File: src/dicc_top.sv
// Instruction class control package and top-level sequencer
`timescale 1ns/1ps
package dicc_pkg;
	// ----------------------------------------
	// Instruction word fields
	// ----------------------------------------
	localparam int OPC_HI = 23;
	localparam int OPC_LO = 19;
	localparam int DST_BIT = 18;
	localparam int LONG_BIT = 12;
	localparam int IND_BIT = 11;
	localparam int CNT_HI = 10;
	localparam int IMM_HI = 7;
	localparam int BITSEL_HI = 4;
	// ----------------------------------------
	// Opcodes
	// ----------------------------------------
	localparam logic [4:0] OP_NOP = 5'h00;
	localparam logic [4:0] OP_AND = 5'h01;
	localparam logic [4:0] OP_AND_IMM_TO_CONTROL = 5'h02;
	localparam logic [4:0] OP_EXCLUSIVE_OR = 5'h03;
	localparam logic [4:0] OP_OR = 5'h04;
	localparam logic [4:0] OP_OR_IMM_TO_CONTROL = 5'h05;
	localparam logic [4:0] OP_NOT = 5'h06;
	localparam logic [4:0] OP_LOGIC_SHIFT_LEFT = 5'h07;
	localparam logic [4:0] OP_LOGIC_SHIFT_RIGHT = 5'h08;
	localparam logic [4:0] OP_ROTATE_LEFT = 5'h09;
	localparam logic [4:0] OP_ROTATE_RIGHT = 5'h0a;
	localparam logic [4:0] OP_BIT_CLEAR = 5'h0b;
	localparam logic [4:0] OP_BIT_SET = 5'h0c;
	localparam logic [4:0] OP_BIT_CHANGE = 5'h0d;
	localparam logic [4:0] OP_BIT_TEST = 5'h0e;
	localparam logic [4:0] OP_JUMP_IF_CLEAR = 5'h0f;
	localparam logic [4:0] OP_JUMP_IF_SET = 5'h10;
	localparam logic [4:0] OP_CALL_IF_CLEAR = 5'h11;
	localparam logic [4:0] OP_CALL_IF_SET = 5'h12;
	localparam logic [4:0] OP_HW_LOOP_START = 5'h13;
	localparam logic [4:0] OP_HW_LOOP_ABORT = 5'h14;
	localparam logic [4:0] OP_MOVE = 5'h15;
	localparam logic [4:0] OP_REPEAT_NEXT = 5'h16;
	localparam logic [4:0] OP_STOP = 5'h17;
	localparam logic [4:0] OP_WAIT = 5'h18;
	localparam logic [4:0] OP_PERIPH_RESET = 5'h19;
	localparam logic [4:0] OP_SOFT_INTERRUPT = 5'h1a;
	localparam logic [4:0] OP_JUMP = 5'h1b;
	localparam logic [4:0] OP_ILLEGAL = 5'h1f;
	// ----------------------------------------
	// Condition code bits and stack
	// ----------------------------------------
	localparam int CCR_C = 0;
	localparam int CCR_V = 1;
	localparam int CCR_Z = 2;
	localparam int CCR_N = 3;
	localparam int CCR_L = 6;
	localparam int STK_AW = 4;
	localparam int STK_DW = 16;
	localparam logic [STK_AW-1:0] STK_ONE = 4'h1;
	localparam logic [15:0] ONE16 = 16'h0001;
	localparam logic [23:0] BIT0_24 = 24'h000001;

	typedef enum logic [3:0] {
		S_IDLE, S_EXT, S_REPEAT, S_DO1, S_DO2, S_END0, S_END1, S_END2, S_END3, S_STOP, S_WAIT
	} dicc_st_t;

	typedef struct packed {
		dicc_st_t st;
		logic [23:0] held;
		logic [23:0] ext;
		logic [7:0] ccr;
		logic [7:0] mr;
		logic [15:0] loop_address_reg;
		logic [15:0] loop_counter_reg;
		logic [15:0] loop_start;
		logic [15:0] pend_addr;
		logic [15:0] pend_cnt;
		logic [15:0] pend_start;
		logic [3:0] depth;
		logic [STK_AW-1:0] sp;
		logic [10:0] repeat_left;
		logic repeat_arm;
		logic ready;
		logic [23:0] res;
		logic res_we;
		logic res_b;
		logic par_move;
		logic mem_we;
		logic [23:0] mem_wdata;
		logic jump;
		logic jsub;
		logic [15:0] target;
		logic redirect;
		logic [15:0] redir_addr;
		logic irq_take;
		logic ill_irq;
		logic soft_irq;
		logic prst;
		logic osc_off;
		logic low_power;
		logic loop_active;
	} dicc_state_t;

	localparam dicc_state_t RST_STATE = '0;
endpackage

module dicc_top import dicc_pkg::*; (
	input wire logic i_ref_clk,
	input wire logic i_sys_rst,
	input wire logic i_instr_valid,
	input wire logic [23:0] i_instr_word,
	input wire logic [15:0] i_instr_pc,
	input wire logic [23:0] i_src_word,
	input wire logic [23:0] i_acc_a_mid,
	input wire logic [23:0] i_acc_b_mid,
	input wire logic [23:0] i_mem_word,
	input wire logic i_limit_hit,
	input wire logic i_irq_req,
	output logic o_ready,
	output logic [23:0] o_result,
	output logic o_result_we,
	output logic o_result_to_b,
	output logic [7:0] o_ccr,
	output logic [7:0] o_mode_reg,
	output logic o_par_move_en,
	output logic o_mem_we,
	output logic [23:0] o_mem_wdata,
	output logic o_jump,
	output logic o_jump_sub,
	output logic [15:0] o_target,
	output logic o_loop_redirect,
	output logic [15:0] o_redirect_addr,
	output logic o_loop_active,
	output logic o_irq_take,
	output logic o_illegal_irq,
	output logic o_soft_irq,
	output logic o_periph_rst,
	output logic o_osc_off,
	output logic o_low_power
);
	dicc_state_t r;
	dicc_state_t n;
	logic stk_we;
	logic [STK_AW-1:0] stk_wa;
	logic [STK_AW-1:0] stk_ra;
	logic [STK_DW-1:0] stk_wd;
	logic [STK_DW-1:0] stk_rd;

	dicc_stack_mem dicc_stack_mem_inst (
		.i_ref_clk(i_ref_clk),
		.i_sys_rst(i_sys_rst),
		.i_wr_en(stk_we),
		.i_wr_addr(stk_wa),
		.i_wr_data(stk_wd),
		.i_rd_addr(stk_ra),
		.o_rd_data(stk_rd)
	);

	// ----------------------------------------
	// Next-state logic
	// ----------------------------------------
	always_comb begin
		logic [23:0] w;
		logic [23:0] ext;
		logic [23:0] acc;
		logic [23:0] bmask;
		logic [4:0] opc;
		logic exec;
		logic bitv;
		logic logic_op;
		n = r;
		w = (r.st == S_IDLE) ? i_instr_word : r.held;
		ext = (r.st == S_EXT) ? i_instr_word : r.ext;
		opc = w[OPC_HI:OPC_LO];
		acc = w[DST_BIT] ? i_acc_b_mid : i_acc_a_mid;
		bmask = BIT0_24 << w[BITSEL_HI:0];
		bitv = |(i_mem_word & bmask);
		logic_op = 1'b0;
		exec = 1'b0;
		stk_we = 1'b0;
		stk_wa = r.sp;
		stk_wd = r.loop_address_reg;
		stk_ra = r.sp - STK_ONE;
		n.res_we = 1'b0;
		n.mem_we = 1'b0;
		n.jump = 1'b0;
		n.jsub = 1'b0;
		n.redirect = 1'b0;
		n.irq_take = 1'b0;
		n.ill_irq = 1'b0;
		n.soft_irq = 1'b0;
		n.prst = 1'b0;
		n.par_move = 1'b0;
		unique case (r.st)
			S_IDLE: begin
				if (r.ready && i_instr_valid) begin
					if (i_instr_word[LONG_BIT]) begin
						n.held = i_instr_word;
						n.st = S_EXT;
					end else begin
						n.ext = '0;
						exec = 1'b1;
					end
				end else if (!r.ready && i_irq_req && !r.repeat_arm) begin
					n.irq_take = 1'b1;
				end
			end
			S_EXT: begin
				if (r.ready && i_instr_valid) begin
					n.ext = i_instr_word;
					n.st = S_IDLE;
					exec = 1'b1;
				end
			end
			S_REPEAT: begin
				exec = 1'b1;
				n.repeat_left = r.repeat_left - 11'h001;
				if (r.repeat_left == 11'h001) begin
					n.st = S_IDLE;
				end
			end
			S_DO1: begin
				stk_we = 1'b1;
				stk_wd = r.loop_counter_reg;
				n.sp = r.sp + STK_ONE;
				n.st = S_DO2;
			end
			S_DO2: begin
				stk_we = 1'b1;
				stk_wd = r.pend_start;
				n.sp = r.sp + STK_ONE;
				n.loop_address_reg = r.pend_addr;
				n.loop_counter_reg = r.pend_cnt;
				n.loop_start = r.pend_start;
				n.depth = r.depth + 4'h1;
				n.st = S_IDLE;
			end
			S_END0: begin
				stk_ra = r.sp - 4'h2;
				n.st = S_END1;
			end
			S_END1: begin
				n.loop_counter_reg = stk_rd;
				stk_ra = r.sp - 4'h3;
				n.st = S_END2;
			end
			S_END2: begin
				n.loop_address_reg = stk_rd;
				stk_ra = r.sp - 4'h4;
				n.st = S_END3;
			end
			S_END3: begin
				if (r.depth > 4'h1) begin
					n.loop_start = stk_rd;
				end
				n.sp = r.sp - 4'h3;
				n.depth = r.depth - 4'h1;
				n.st = S_IDLE;
			end
			S_STOP, S_WAIT: begin
				if (i_irq_req) begin
					n.irq_take = 1'b1;
					n.st = S_IDLE;
				end
			end
		endcase

		if (exec) begin
			unique case (opc)
				OP_AND: begin
					n.res = acc & i_src_word;
					logic_op = 1'b1;
				end
				OP_EXCLUSIVE_OR: begin
					n.res = acc ^ i_src_word;
					logic_op = 1'b1;
				end
				OP_OR: begin
					n.res = acc | i_src_word;
					logic_op = 1'b1;
				end
				OP_NOT: begin
					n.res = ~acc;
					logic_op = 1'b1;
				end
				OP_LOGIC_SHIFT_LEFT: begin
					n.res = {acc[22:0], 1'b0};
					n.ccr[CCR_C] = acc[23];
					logic_op = 1'b1;
				end
				OP_LOGIC_SHIFT_RIGHT: begin
					n.res = {1'b0, acc[23:1]};
					n.ccr[CCR_C] = acc[0];
					logic_op = 1'b1;
				end
				OP_ROTATE_LEFT: begin
					n.res = {acc[22:0], r.ccr[CCR_C]};
					n.ccr[CCR_C] = acc[23];
					logic_op = 1'b1;
				end
				OP_ROTATE_RIGHT: begin
					n.res = {r.ccr[CCR_C], acc[23:1]};
					n.ccr[CCR_C] = acc[0];
					logic_op = 1'b1;
				end
				OP_AND_IMM_TO_CONTROL: begin
					// No parallel move: the immediate owns the data path
					if (w[DST_BIT]) begin
						n.mr = r.mr & w[IMM_HI:0];
					end else begin
						n.ccr = r.ccr & w[IMM_HI:0];
					end
				end
				OP_OR_IMM_TO_CONTROL: begin
					if (w[DST_BIT]) begin
						n.mr = r.mr | w[IMM_HI:0];
					end else begin
						n.ccr = r.ccr | w[IMM_HI:0];
					end
				end
				OP_BIT_CLEAR, OP_BIT_SET, OP_BIT_CHANGE, OP_BIT_TEST: begin
					n.ccr[CCR_C] = bitv;
					n.mem_we = (opc != OP_BIT_TEST);
					n.mem_wdata = (opc == OP_BIT_CLEAR) ? (i_mem_word & ~bmask) :
						(opc == OP_BIT_SET) ? (i_mem_word | bmask) : (i_mem_word ^ bmask);
				end
				OP_JUMP_IF_CLEAR, OP_JUMP_IF_SET, OP_CALL_IF_CLEAR, OP_CALL_IF_SET: begin
					n.target = ext[15:0];
					n.jump = (opc == OP_JUMP_IF_SET) ? bitv : (opc == OP_JUMP_IF_CLEAR) ? !bitv : 1'b0;
					n.jsub = (opc == OP_CALL_IF_SET) ? bitv : (opc == OP_CALL_IF_CLEAR) ? !bitv : 1'b0;
				end
				OP_JUMP: begin
					n.target = ext[15:0];
					n.jump = 1'b1;
				end
				OP_HW_LOOP_START: begin
					stk_we = 1'b1;
					n.sp = r.sp + STK_ONE;
					n.pend_addr = ext[15:0];
					n.pend_cnt = w[IND_BIT] ? i_mem_word[15:0] : {5'h00, w[CNT_HI:0]};
					n.pend_start = i_instr_pc + ONE16;
					n.st = S_DO1;
				end
				OP_HW_LOOP_ABORT: begin
					if (r.depth != 4'h0) begin
						n.st = S_END0;
					end
				end
				OP_MOVE: begin
					n.par_move = 1'b1;
					if (i_limit_hit) begin
						n.ccr[CCR_L] = 1'b1;
					end
				end
				OP_REPEAT_NEXT: begin
					n.repeat_arm = 1'b1;
					n.repeat_left = (w[CNT_HI:0] == 11'h000) ? 11'h001 : w[CNT_HI:0];
				end
				OP_STOP: n.st = S_STOP;
				OP_WAIT: n.st = S_WAIT;
				OP_PERIPH_RESET: n.prst = 1'b1;
				OP_SOFT_INTERRUPT: n.soft_irq = 1'b1;
				OP_NOP: n.par_move = 1'b0;
				default: n.ill_irq = 1'b1;
			endcase

			if (logic_op) begin
				n.res_we = 1'b1;
				n.res_b = w[DST_BIT];
				n.par_move = 1'b1;
				n.ccr[CCR_N] = n.res[23];
				n.ccr[CCR_Z] = (n.res == 24'h000000);
				n.ccr[CCR_V] = 1'b0;
			end

			// The repeated word is kept so it is never fetched again
			if (r.repeat_arm && r.st != S_REPEAT && opc != OP_REPEAT_NEXT) begin
				n.repeat_arm = 1'b0;
				n.held = w;
				n.ext = ext;
				n.repeat_left = r.repeat_left - 11'h001;
				if (r.repeat_left != 11'h001 && n.st == S_IDLE) begin
					n.st = S_REPEAT;
				end
			end

			// Loop end test runs beside the ALU op in the same cycle
			if (r.st != S_REPEAT && r.depth != 4'h0 && i_instr_pc == r.loop_address_reg && n.st == S_IDLE) begin
				if (r.loop_counter_reg > ONE16) begin
					n.loop_counter_reg = r.loop_counter_reg - ONE16;
					n.redirect = 1'b1;
					n.redir_addr = r.loop_start;
				end else begin
					n.st = S_END0;
				end
			end
		end

		n.ready = (n.st == S_EXT) || (n.st == S_IDLE && !(i_irq_req && !n.repeat_arm));
		n.osc_off = (n.st == S_STOP);
		n.low_power = (n.st == S_STOP) || (n.st == S_WAIT);
		n.loop_active = (n.depth != 4'h0);
	end

	always_ff @(posedge i_ref_clk or posedge i_sys_rst) begin
		if (i_sys_rst) begin
			r <= RST_STATE;
		end else begin
			r <= n;
		end
	end

	assign o_ready = r.ready;
	assign o_result = r.res;
	assign o_result_we = r.res_we;
	assign o_result_to_b = r.res_b;
	assign o_ccr = r.ccr;
	assign o_mode_reg = r.mr;
	assign o_par_move_en = r.par_move;
	assign o_mem_we = r.mem_we;
	assign o_mem_wdata = r.mem_wdata;
	assign o_jump = r.jump;
	assign o_jump_sub = r.jsub;
	assign o_target = r.target;
	assign o_loop_redirect = r.redirect;
	assign o_redirect_addr = r.redir_addr;
	assign o_loop_active = r.loop_active;
	assign o_irq_take = r.irq_take;
	assign o_illegal_irq = r.ill_irq;
	assign o_soft_irq = r.soft_irq;
	assign o_periph_rst = r.prst;
	assign o_osc_off = r.osc_off;
	assign o_low_power = r.low_power;

	// ----------------------------------------
	// Assertions
	// ----------------------------------------
	logic acc_short;
	logic [4:0] in_opc;
	assign acc_short = r.st == S_IDLE && r.ready && i_instr_valid && !i_instr_word[LONG_BIT] && !r.repeat_arm;
	assign in_opc = i_instr_word[OPC_HI:OPC_LO];
endmodule

File: src/dicc_stack_mem.sv
// System stack storage with registered read data
`timescale 1ns/1ps
module dicc_stack_mem import dicc_pkg::*; (
	input wire logic i_ref_clk,
	input wire logic i_sys_rst,
	input wire logic i_wr_en,
	input wire logic [STK_AW-1:0] i_wr_addr,
	input wire logic [STK_DW-1:0] i_wr_data,
	input wire logic [STK_AW-1:0] i_rd_addr,
	output logic [STK_DW-1:0] o_rd_data
);
	logic [STK_DW-1:0] mem_q [2**STK_AW];
	logic [STK_DW-1:0] rd_q;

	// Storage is left unreset; only the read register has a known value
	always_ff @(posedge i_ref_clk) begin
		if (i_wr_en) begin
			mem_q[i_wr_addr] <= i_wr_data;
		end
	end

	always_ff @(posedge i_ref_clk or posedge i_sys_rst) begin
		if (i_sys_rst) begin
			rd_q <= '0;
		end else begin
			rd_q <= mem_q[i_rd_addr];
		end
	end

	assign o_rd_data = rd_q;
endmodule

File: config.mk
export PLATFORM = sky130hd
export DESIGN_NAME = dicc_top
export DESIGN_NICKNAME = d
export VERILOG_FILES = /design/src/dicc_top.sv /design/src/dicc_stack_mem.sv
export SDC_FILE = /design/constraint.sdc
export NUM_CORES = 1
export LEC_CHECK = 0
export BUFFER_PORTS_ARGS = -buffer_cell sky130_fd_sc_hd__buf_4
export CAP_MARGIN = 10
export CORE_MARGIN = 1
export CORE_UTILIZATION = 45
export CTS_BUF_LIST = sky130_fd_sc_hd__clkbuf_16
export DETAILED_ROUTE_END_ITERATION = 10
export GPL_ROUTABILITY_DRIVEN = 0
export GPL_TIMING_DRIVEN = 1
export MAX_ROUTING_LAYER = met4
export PLACE_DENSITY = 0.59
export SLEW_MARGIN = 40
export SYNTH_ARGS = -nofsm -noshare
export SYNTH_HDL_FRONTEND = slang
export SYNTH_HIERARCHICAL = 1
export SYNTH_SLANG_ARGS = --single-unit
File: constraint.sdc
create_clock -name i_ref_clk -period 21.1 [get_ports i_ref_clk]
set_input_delay 4.22 -clock i_ref_clk [delete_from_list [all_inputs] [get_ports i_ref_clk]]
set_output_delay 4.22 -clock i_ref_clk [all_outputs]
set_load 0.1 [all_outputs]
# Yosys cells after proc, flatten, opt, wreduce, memory -nomap -nowiden
# Memories as Yosys holds them, arrays and structs flattened. A register that Yosys moved wholly into a read port is not among the register bits.
# Index checks and enable logic that the tools add are counted.
[classes] addsub=10 mul=0 div_mod_pow=0 n_lt_le_gt_ge=2 eq_ne=56 shift=1 n_mux=87 n_bitwise=13 reduce_logical=55
[op_table] operator="two-way mux 24 bit" n=9
[op_table] operator="case mux 24 bit (8 select lines)" n=1
[op_table] operator="two-way mux 52 bit" n=3
[op_table] operator="case mux 16 bit (2 select lines)" n=4
[op_table] operator="two-way mux 16 bit" n=7
[op_table] operator="AND 24 bit" n=3
[op_table] operator="two-way mux 68 bit" n=1
[op_table] operator="two-way mux 63 bit" n=1
[op_table] operator="== test 5 bit, second input constant" n=12
[op_table] operator="inverter 24 bit" n=2
[op_table] operator="OR 24 bit" n=2
[op_table] operator="case mux 24 bit (2 select lines)" n=1
[op_table] operator="bitwise XOR 24 bit" n=2
[op_table] operator="== test 5 x 4 -> 1 bit, second input constant" n=8
[op_table] operator="two-way mux 4 bit" n=9
[op_table] operator="case mux 4 bit (9 select lines)" n=1
[op_table] operator="two-way mux 17 bit" n=2
[op_table] operator="two-way mux 8 bit" n=4
[op_table] operator="two-way mux 28 bit" n=1
[op_table] operator="OR reduction 28 bit" n=1
[op_table] operator="two-way mux 25 bit" n=1
[op_table] operator="zero test 24 bit" n=1
[op_table] operator="two-way mux 12 bit" n=2
[op_table] operator="OR reduction 24 bit" n=1
[op_table] operator="other kinds (57)" n=145
[totals] register_bits=279 latchBits=0 ramBits=256 romBits=0 inputBits=141 output_inout_bits=111 elab_cells=264 n_memories=1
[mem_list] memory="dicc_stack_mem_inst.mem_q" words=16 word_bits=16 read_ports=1 rd_ports_with_merged_regs=1 write_ports=1 line="dicc_stack_mem.sv:12" text="logic [STK_DW-1:0] mem_q [2**STK_AW];"

# Logic depth before layout (Yosys ltp)
# Gate-level depths: netlist (run 1).
[depth] depth_word=18 depth_mapped=19 ltp_nobuf=14

# By module
# The synthesis (run 1) kept the hierarchy.
[by_module_without_submodules] mod="dicc_top" n_inst=1 cells_per_inst=2105 area_each_um2=18272.5 seq_area_each_um2=6631.4
[by_module_without_submodules] mod="dicc_stack_mem" n_inst=1 cells_per_inst=433 area_each_um2=10126.0 seq_area_each_um2=8087.8

# Worst setup path after synthesis (run 1)
# OpenSTA, ideal clock, no wires.
[synth_path] path_type="in2reg" start="input port i_instr_valid" end="memory dicc_stack_mem_inst.mem_q[0][0] (enable)" setup_ps=409 arrival_ps=7302 setup_slack_ps=13389 path_stages=8 n_path_buf=1 path_cell_list="nand2_1 > a2111oi_2 > nor2_1 > or3_1 > clkbuf_1 > nand2_1 > or3b_2 > nor3_1"
[synth_via] elab_chain_len=6 word_cells_on_any_way=7 cone_classes="mux: 6; reduce/logical: 1"
[synth_lines] item="start, declared" line="dicc_top.sv:108" text="input wire logic i_instr_valid,"
[synth_lines] item="logical AND 1 bit *" line="dicc_top.sv:194, dicc_top.sv:207"
[synth_lines] item="two-way mux 1 bit, on equally long branches" line="dicc_top.sv:207, dicc_top.sv:194"
[synth_lines] item="case mux 1 bit (3 select lines) *" line="dicc_top.sv:192" text="unique case (r.st)"
[synth_lines] item="two-way mux 1 bit *" line="dicc_top.sv:266" text="if (exec) begin"
[synth_lines] item="net stk_we" line="dicc_top.sv:141" text="logic stk_we;"
[synth_lines] item="two-way mux 1 bit *" line="dicc_stack_mem.sv:17" text="if (i_wr_en) begin"
[synth_lines] item="two-way mux 1 bit (implied by the code) *" line="dicc_stack_mem.sv:18" text="mem_q[i_wr_addr] <= i_wr_data;"
[synth_lines] item="end, declared" line="dicc_stack_mem.sv:12"
# The timed path passes the listed nets; every way through them passes the cells marked *.

# Final worst setup path (run 1)
[layout_path] start="input port i_instr_word[22]" end="memory dicc_stack_mem_inst.mem_q[0][0] (enable)"
[layout_via] elab_chain_len=6
[layout_lines] item="start, declared" line="dicc_top.sv:109" text="input wire logic [23:0] i_instr_word,"
[layout_lines] item="two-way mux 24 bit" line="dicc_top.sv:170" text="w = (r.st == S_IDLE) ? i_instr_word : r.held;"
[layout_lines] item="== test 5 bit" line="dicc_top.sv:267" text="unique case (opc)"
[layout_lines] item="two-way mux 1 bit" line="dicc_top.sv:267"
[layout_lines] item="two-way mux 1 bit" line="dicc_top.sv:266"
[layout_lines] item="net stk_we" line="dicc_top.sv:141"
[layout_lines] item="two-way mux 1 bit" line="dicc_stack_mem.sv:17"
[layout_lines] item="two-way mux 1 bit (implied by the code)" line="dicc_stack_mem.sv:18"
# The timed path passes the listed nets, and every way through them passes these cells. The select of a mux whose other input is x is not followed.

==> run metrics, run 1 <==
Min-Delay Path Depth 2; leak pwr about 14 nW; Seq/Total Area, Yosys 51.8%; initial antenna violation count 6; CTS root buf clkbuf_16; max FFs per register 256; total global routing track utilization around 25%; met3 wire length approximately 4.4 mm; Fin. Hold Viols 0; TritonCTS buffer count 58; CP delay by family, top simple AND/OR/NAND/NOR gates; Final setup viols 0; XOR/XNOR Fraction of Synth Area 1.67%; Post-synth EDFFs 256; largest family of logic cells by synthesized area compound AO/OA/AOI/OAI gates; Placed Area 30500 µm²; die height 253 µm; Post-synth top cells nand2_1 (296), dfrtp_1 (281), edfxtp_1 (256); clk buf depth 3; Setup crit start i_instr_word[22]; leading post-synthesis cells by cell area edfxtp_1 (27%), dfrtp_1 (25%), ha_1 (5.9%), mux4_2 (4.3%), nand2_1 (3.9%); top sig layer met4; clock latency on the worst-skew pair 0.65 ns; Slowest-stage cell, CP or3b_2; Synth area leader edfxtp_1; Largest Register dicc_stack_mem_inst/mem_q; Max Fanout on Critical Path 98; Die ar. 64100 µm²; crit path cell chain buf_4, mux2i_1, nand3_1, or3_2, buf_6, nand2_1, or3b_2, nor3_4, buf_6, buf_6; asr flop ratio synth 52.3%; via count of the first global-routing pass ~19000; Critical Path RT 21.45 ns; vias 20300; Setup crit end kind flop; Hold Slack roughly 0.48 ns; Vias/cell 5.74; Post-layout nets between 2000 and 3000; relative slew slack around 40%; type of origin of the critical path input port; HP Start o_mem_wdata[9]; Max Fclk 136 MHz; # hold bufs at CTS 0; WS Path Type input port to flop; Critical Path Max Stage Delay 0.60 ns; largest net degree at the start of global routing 124; Final period util 34.8%; final WL 78.6 mm; most used cell, CP buf_6; routed wire length per instance 22.2 µm; Initial Util 45.8%; worst r2r src r[276]; mux contribution to synthesized area 11.1%; Post-Synth Adder-Cell Area 5.95%; final core occ between 50 and 60%; Total Power 5.25 mW; area share of the largest cell type after synthesis approximately 27%; simple-gate share of the synthesized area about a tenth; Cells after Synth roughly 2500; Clock transition at path regs ~0.060 ns; postcts setup bufs 0; synthesized area per cell around 11 µm²; RSZ-0062 raised after global routing no; Initial DRC Count 1575; CTS tree done; H-tree depth 2; layout cells sized above 1 between 10% and 20%; r2r worst-path depth 12; flops & latches, synth 537; actual slew at the worst max-slew pin 0.912 ns; max-cap violation count 0; clk_skew about 0.042 ns; post-synthesis compound-gate area fraction 12.3%; min-delay worst type flop to flop; # rows 91; Area Growth Syn to Fin 14.6%; # resized after CTS 0; M1 wire length 34.7 mm; Ports 252; drt drc 0; WP data arrival 7.68 ns; hpwl dp around 55 mm; Met2 Wirelength 36.5 mm; post-route cell area 32500 µm²; CTS Sinks 537; status complete, no violations; # fillers 5405; die width approximately 250 µm; Final ANT Viol Nets 0; biggest regs dicc_stack_mem_inst/mem_q (256), r (150); Mapped Nets around 2800; Post-Synthesis Cell Area ~28000 µm²; min cycle time layout between 7 and 8 ns; PortBufs 249; Slew Viols, Final 0; core footprint 62100 µm²; Yosys cell types 88; Most used DFF post-synth dfrtp_1; Pre-Repair DR Iteration Count 5; top-count cell post-synth nand2_1; PwrDens 161 nW/µm²; setup TNS 0 ns; worst vdd ir 0.000111 V; Synth warnings 6; GRT overflow 0; Worst path depth 10; first-pass GRT wire length 118 mm; CP Buf/Inv Count 4
-- through the flow --
step	setup slack, ns	std cells
floorplan	9.58	2538
global placement	12.80	3414
detailed placement	13.00	3421
CTS	13.66	3530
global route	13.57	3535
finish	13.77	3535
-- report_power, final --
| group | total [mW] | leakage, nW | internal (mW) | switching, mW |
|---|---|---|---|---|
| Clock | 1.05 | 1.01 | 0.619 | 0.434 |
| Sequential | 1.64 | 6.01 | 1.41 | 0.230 |
| Combinational | 2.55 | 6.90 | 0.829 | 1.72 |
| Total | 5.25 | 13.9 | 2.86 | 2.39 |
-- worst reg2reg max path, stage by stage (launching register included) --
cell,delay [ns]
dfrtp_2,0.38
buf_4,0.30
nor4_4,0.32
buf_4,0.56
mux2i_1,0.68
nand3_1,0.35
or3_2,0.55
buf_6,0.29
nand2_1,0.28
or3b_2,0.60
nor3_4,0.32
buf_6,0.21
buf_6,0.17
-- area by class of cell --
class	instances	area, µm²	share of cell area (%)
clock inverters	50	500	1.54
flip-flops and latches	537	14700	45.2
diodes	5	12.5	0.0385
clock buffers	59	1480	4.54
repair buffers	280	2140	6.59
inverters	129	497	1.53
multi-input cells	1638	12100	37.3
well taps	837	1050	3.22
-- final timing paths --
check                                                   to  slack, ns
setup / recovery           dicc_stack_mem_inst/mem_q[0][0]      13.77
hold / removal                              o_mem_wdata[9]       0.48
setup reg to reg           dicc_stack_mem_inst/mem_q[0][0]      15.80
hold reg to reg                             o_mem_wdata[9]       0.48
max in group asynchronous                      o_result[4]      15.61
min in group asynchronous              o_redirect_addr[12]       3.66
-- cells by family after synthesis --
group,after synthesis
AND/OR/NAND/NOR,680
multiplexers,218
adder cells (fa/ha/maj),135
flip-flops,537
AO/OA/AOI/OAI,551
buffers and inverters,363
XOR/XNOR,54
-- cell usage in the layout, fill, tap and decap left out, drive strengths merged, types with 30 or more instances in the layout --
cell	instances
mux2	51
buf	280
mux2i	103
a22o	30
nor3	47
nand2	296
dfrtp	281
o22ai	41
o21ai	162
a21oi	134
ha	135
mux4	64
clkbuf	59
nor2	194
xnor2	30
inv	146
a22oi	57
edfxtp	256
-- routing by layer --
metal	track usage (%)	vias up
li1	-	9325
met1	33.9	10100
met2	38.0	674
met3	3.52	145
met4	10.2	0
met5	-	-
(Power assumes the default switching activity.)
==> inputs of run 2 (changes only) <==
--- a/config.mk
+++ b/config.mk
@@ -14,7 +14,7 @@
 export GPL_ROUTABILITY_DRIVEN = 0
 export GPL_TIMING_DRIVEN = 1
 export MAX_ROUTING_LAYER = met4
-export PLACE_DENSITY = 0.59
+export PLACE_DENSITY = 0.61
 export SLEW_MARGIN = 40
 export SYNTH_ARGS = -nofsm -noshare
 export SYNTH_HDL_FRONTEND = slang
==> constraint.sdc (replaced) <==
create_clock -name i_ref_clk -period 6.05 [get_ports i_ref_clk]
set_input_delay 1.21 -clock i_ref_clk [delete_from_list [all_inputs] [get_ports i_ref_clk]]
set_output_delay 1.21 -clock i_ref_clk [all_outputs]
set_load 0.1 [all_outputs]
==> run 2 against run 1 <==
Net effect: power increased to 3.5 times the previous value; setup slack worse by 12 ns; core utilization hardly changed; global-route usage is 0.60 points lower; register-to-register slack lost 15 ns; cell count up 0.34%; count of clock-buffer cells in the layout decreased by 2; combinational power grew to 3.5 times the previous value; clock skew is 0.0047 ns lower; critical path type is now flop to flop; critical endpoint is now dicc_stack_mem_inst/mem_q[9][6]; largest cell class unchanged; largest power group unchanged.
==> run metrics, run 2 (synthesis results as in run 1) <==
status complete, no violations; commonest non-fill, non-tap cell in the layout nand2_1; hpwl dp 54.1 mm; CTS root buf clkbuf_16; type of origin of the critical path flop; CTS tree done; min cycle time layout roughly 4.8 ns; Final period util between 70 and 80%; final cell count without fillers 3547; first-pass GRT wire length 117 mm; PortBufs approximately 250; Max Fanout on Critical Path 48; Setup crit end kind flop; Critical Path RT around 6.4 ns; # hold bufs at CTS 0; clock latency on the worst-skew pair 0.63 ns; CTS Sinks 537; area occupied by multi-input gates 12000 µm²; max-cap violation count 0; WS Path Type flop to flop; Final ANT Viol Nets 0; largest net degree at the start of global routing 140; total global routing track utilization 24.5%; routed wire length per instance 21.5 µm; core footprint about 62000 µm²; Initial Util 45.8%; # rows 91; layout cells sized above 1 20.1%; max FFs per register approximately 260; register area 14700 µm²; # resized after CTS 0; setup TNS 0 ns; Area Growth Syn to Fin 14.5%; dpl cells between 3000 and 4000; GRT overflow 0; TritonCTS buffer count 57; Initial DRC Count 1678; clk buf depth 3; Clock transition at path regs 0.06 ns; clk_skew 0.0377 ns; WP data arrival 5.05 ns; actual slew at the worst max-slew pin roughly 0.82 ns; PwrDens around 560 nW/µm²; final WL 76.4 mm; Hold Slack about 0.48 ns; vias approximately 20000; Ports 252; via count of the first global-routing pass 19900; Slew Viols, Final 0; Pre-Repair DR Iteration Count 6; drt drc 0; initial antenna violation count 0; commonest cells after routing, fill and taps aside nand2_1 (295), buf_4 (292), dfrtp_1 (280), edfxtp_1 (256), nor2_1 (190); Final setup viols 0; worst vdd ir 0.000381 V; die height 253 µm; min-delay worst type flop to flop; postcts setup bufs 0; Fin. Hold Viols 0; H-tree depth 2; final worst setup slack ~1.3 ns; Vias/cell 5.69; biggest regs dicc_stack_mem_inst/mem_q (256), r (150); Post-layout nets 2939; Total Power 18.2 mW; # fillers 5413; Largest Register dicc_stack_mem_inst/mem_q; die width 253 µm; Diodes inserted 0; RSZ-0062 raised after global routing no; relative slew slack 44.9%; Die ar. 64100 µm²; pre-CTS setup slack about 1.4 ns; Max Fclk 210 MHz; leak pwr between 10 and 15 nW
==> run 2: metal layers <==
layer  up-vias  track usage (%)  part of all wire, %
met4         0             6.08                  2.2
met2       714             39.2                   48
met3       127             2.98                  6.0
met5         -                -                    0
li1       9339                -                    -
met1     10000             33.1                   44
==> run 2: layout make-up <==
| cell class | count | area share (%) |
|---|---|---|
| clock buffers | 57 | 4.39 |
| clock inverters | 49 | 1.49 |
| multi-input cells | 1638 | 37.0 |
| well taps | 837 | 3.22 |
| repair buffers | 300 | 7.18 |
| flip-flops and latches | 537 | 45.3 |
| inverters | 129 | 1.50 |
==> run 2: worst max-delay path, stage by stage (launching register included) <==
cell	delay, ns
dfrtp_1	0.63
nor4_4	0.39
buf_4	0.58
mux2i_1	0.60
nand3_1	0.35
or3_2	0.60
nand2_1	0.27
nand3b_1	0.20
nor2_1	0.44
buf_4	0.34
==> run 2: path summary, 6_finish.rpt <==
kind                                 startpoint                              end  slack (ns)  cells past startpoint
min in group asynchronous             i_sys_rst                           r[174]        0.58                      2
worst min-delay path            o_mem_wdata[23]                  o_mem_wdata[23]        0.48                      2
worst max-delay path                     r[278]  dicc_stack_mem_inst/mem_q[9][6]        1.30                      9
max in group asynchronous             i_sys_rst                           r[105]        4.17                      5
worst max register to register           r[278]  dicc_stack_mem_inst/mem_q[9][6]        1.30                      9
worst min register to register  o_mem_wdata[23]                  o_mem_wdata[23]        0.48                      2
==> run 2: report_power, final <==
group | total (mW) | switching (mW) | leakage, nW | internal (mW)
Clock | 3.54 | 1.48 | 0.950 | 2.06
Combinational | 8.91 | 5.97 | 7.01 | 2.94
Sequential | 5.72 | 0.781 | 6.01 | 4.94
==> run 2: per-stage QoR <==
step | util [%] | area (µm²)
floorplan | - | 28400
global placement | 49.1 | 30500
detailed placement | 49.2 | 30500
CTS | 52.3 | 32400
global route | 52.4 | 32500
finish | 52.4 | 32500
==> inputs of run 3 (changes only) <==
--- a/config.mk
+++ b/config.mk
@@ -14,7 +14,7 @@
 export GPL_ROUTABILITY_DRIVEN = 0
 export GPL_TIMING_DRIVEN = 1
 export MAX_ROUTING_LAYER = met4
-export PLACE_DENSITY = 0.61
+export PLACE_DENSITY = 0.59
 export SLEW_MARGIN = 40
 export SYNTH_ARGS = -nofsm -noshare
 export SYNTH_HDL_FRONTEND = slang
==> constraint.sdc (replaced) <==
create_clock -name i_ref_clk -period 4.92 [get_ports i_ref_clk]
set_input_delay 0.984 -clock i_ref_clk [delete_from_list [all_inputs] [get_ports i_ref_clk]]
set_output_delay 0.984 -clock i_ref_clk [all_outputs]
set_load 0.1 [all_outputs]
==> run 3 against run 2 <==
Net effect: cell count grew 0.59%; die area unchanged; core utilization is 0.37 points higher; clock skew grew 0.012 ns; clock power rose by 28%; combinational power rose by 25%; design area rose by 0.70%; setup slack worse by 0.65 ns; fmax up 11%; global-route usage is 0.87 points higher; routed wire length increased by 3.7%; flip-flop and latch count is the same; critical endpoint is now o_ccr[2].
==> run metrics, run 3 (synthesis results as in run 1) <==
min cycle time layout 4.27 ns; # hold bufs at CTS 0; die width 253 µm; relative slew slack approximately 40%; PwrDens 692 nW/µm²; PortBufs between 200 and 250; Hold Slack 0.430 ns; largest net degree at the start of global routing 105; layout cells sized above 1 20.7%; # resized after CTS 0; H-tree depth 2; CTS root buf clkbuf_16; type of origin of the critical path flop; vias 20400; GRT overflow 0; max FFs per register around 260; Fin. Hold Viols 0; WP data arrival 4.80 ns; status complete, no violations; Setup crit end kind flop; pre-CTS setup slack 0.693 ns; worst vdd ir 0.000506 V; postcts setup bufs 0; CTS Sinks around 540; Max Fanout on Critical Path 15; Initial DRC Count between 1500 and 2000; biggest regs dicc_stack_mem_inst/mem_q (256), r (150); Final ANT Viol Nets 0; actual slew at the worst max-slew pin 0.892 ns; # rows 91; commonest cells after routing, fill and taps aside buf_4 (309), nand2_1 (295), dfrtp_1 (280), edfxtp_1 (256), nor2_1 (190); total global routing track utilization 25.3%; setup TNS 0 ns; Die ar. 64100 µm²; Setup crit start r[277]; Total Power 22.6 mW; via count of the first global-routing pass approximately 20000; Max Fclk 234 MHz; min-delay worst type input port to asynchronous set/reset pin; Reg2Reg Setup Slack 0.65 ns; final cell count without fillers 3568; WS Path Type flop to flop; Clock transition at path regs roughly 0.060 ns; Placed Area 30700 µm²; leak pwr 14.1 nW; first-pass GRT wire length approximately 120 mm; max-cap violation count 0; drt drc 0; Critical Path RT ~5.5 ns; Slew Viols, Final 0; dpl cells 3459; final WL 79.2 mm; clk_skew 0.0499 ns; core footprint 62100 µm²; Initial Util 45.8%; TritonCTS buffer count 57; Final setup viols 0; worst r2r src r[277]; Post-layout nets 2957; commonest non-fill, non-tap cell in the layout buf_4; Final period util 86.9%; clk buf depth 3; final core occ 52.8%; # fillers 5420; Pre-Repair DR Iteration Count 6; Area Growth Syn to Fin 15.3%; CTS tree done; Largest Register dicc_stack_mem_inst/mem_q; final worst setup slack 0.646 ns; die height about 250 µm; post-route cell area 32700 µm²; RSZ-0062 raised after global routing no; hpwl dp 55.4 mm; routed wire length per instance 22.2 µm; Vias/cell 5.71; clock latency on the worst-skew pair 0.63 ns; initial antenna violation count 2; Ports 252
[run 3: cell count changes in the layout (fill, tap and decap cells not counted), sizes merged]
cell	delta
clkinvlp	-2
inv	+1
bufinv	+2
diode	+1
clkbuf	+1
buf	+18
[run 3: path summary, 6_finish.rpt]
| check | to | cells after the start |
|---|---|---|
| max in group asynchronous | o_result[4] | 4 |
| max | o_ccr[2] | 10 |
| min in group i_ref_clk | o_mem_wdata[18] | 2 |
| min reg2reg | o_mem_wdata[18] | 2 |
| min | r[205] | 3 |
| max reg2reg | o_ccr[2] | 10 |
[run 3: worst max-delay path: stages, from the launching register on]
cell	delay, ns
dfrtp_1	0.57
nor4_4	0.49
mux2i_4	0.56
mux2i_1	0.53
inv_1	0.14
ha_1	0.21
a222oi_1	0.30
nor3b_1	0.56
nand4_1	0.16
nor4_1	0.49
a31o_1	0.21
[run 3: final cells by class]
| type | instances | area, µm² | area share, % |
|---|---|---|---|
| Antenna cell | 1 | 2.50 | 0.00764 |
| Clock buffer | 58 | 1450 | 4.43 |
| Clock inverter | 50 | 529 | 1.62 |
| Inverter | 129 | 488 | 1.49 |
| Multi-Input combinational cell | 1638 | 12000 | 36.7 |
| Sequential cell | 537 | 14700 | 45.0 |
| Tap cell | 837 | 1050 | 3.20 |
| Timing Repair Buffer | 318 | 2500 | 7.63 |
[run 3: metal layers]
metal	wire length [µm]	up-vias	GRT usage (%)
met2	38000	617	40.2
li1	-	9398	-
met1	35400	10300	34.8
met4	1610	0	6.42
met3	4170	106	2.74
met5	0	-	-
[run 3: power breakdown]
part	internal (mW)	switching, mW
clock	2.67	1.85
combinational	3.65	7.44
sequential	6.06	0.970
total	12.4	10.3
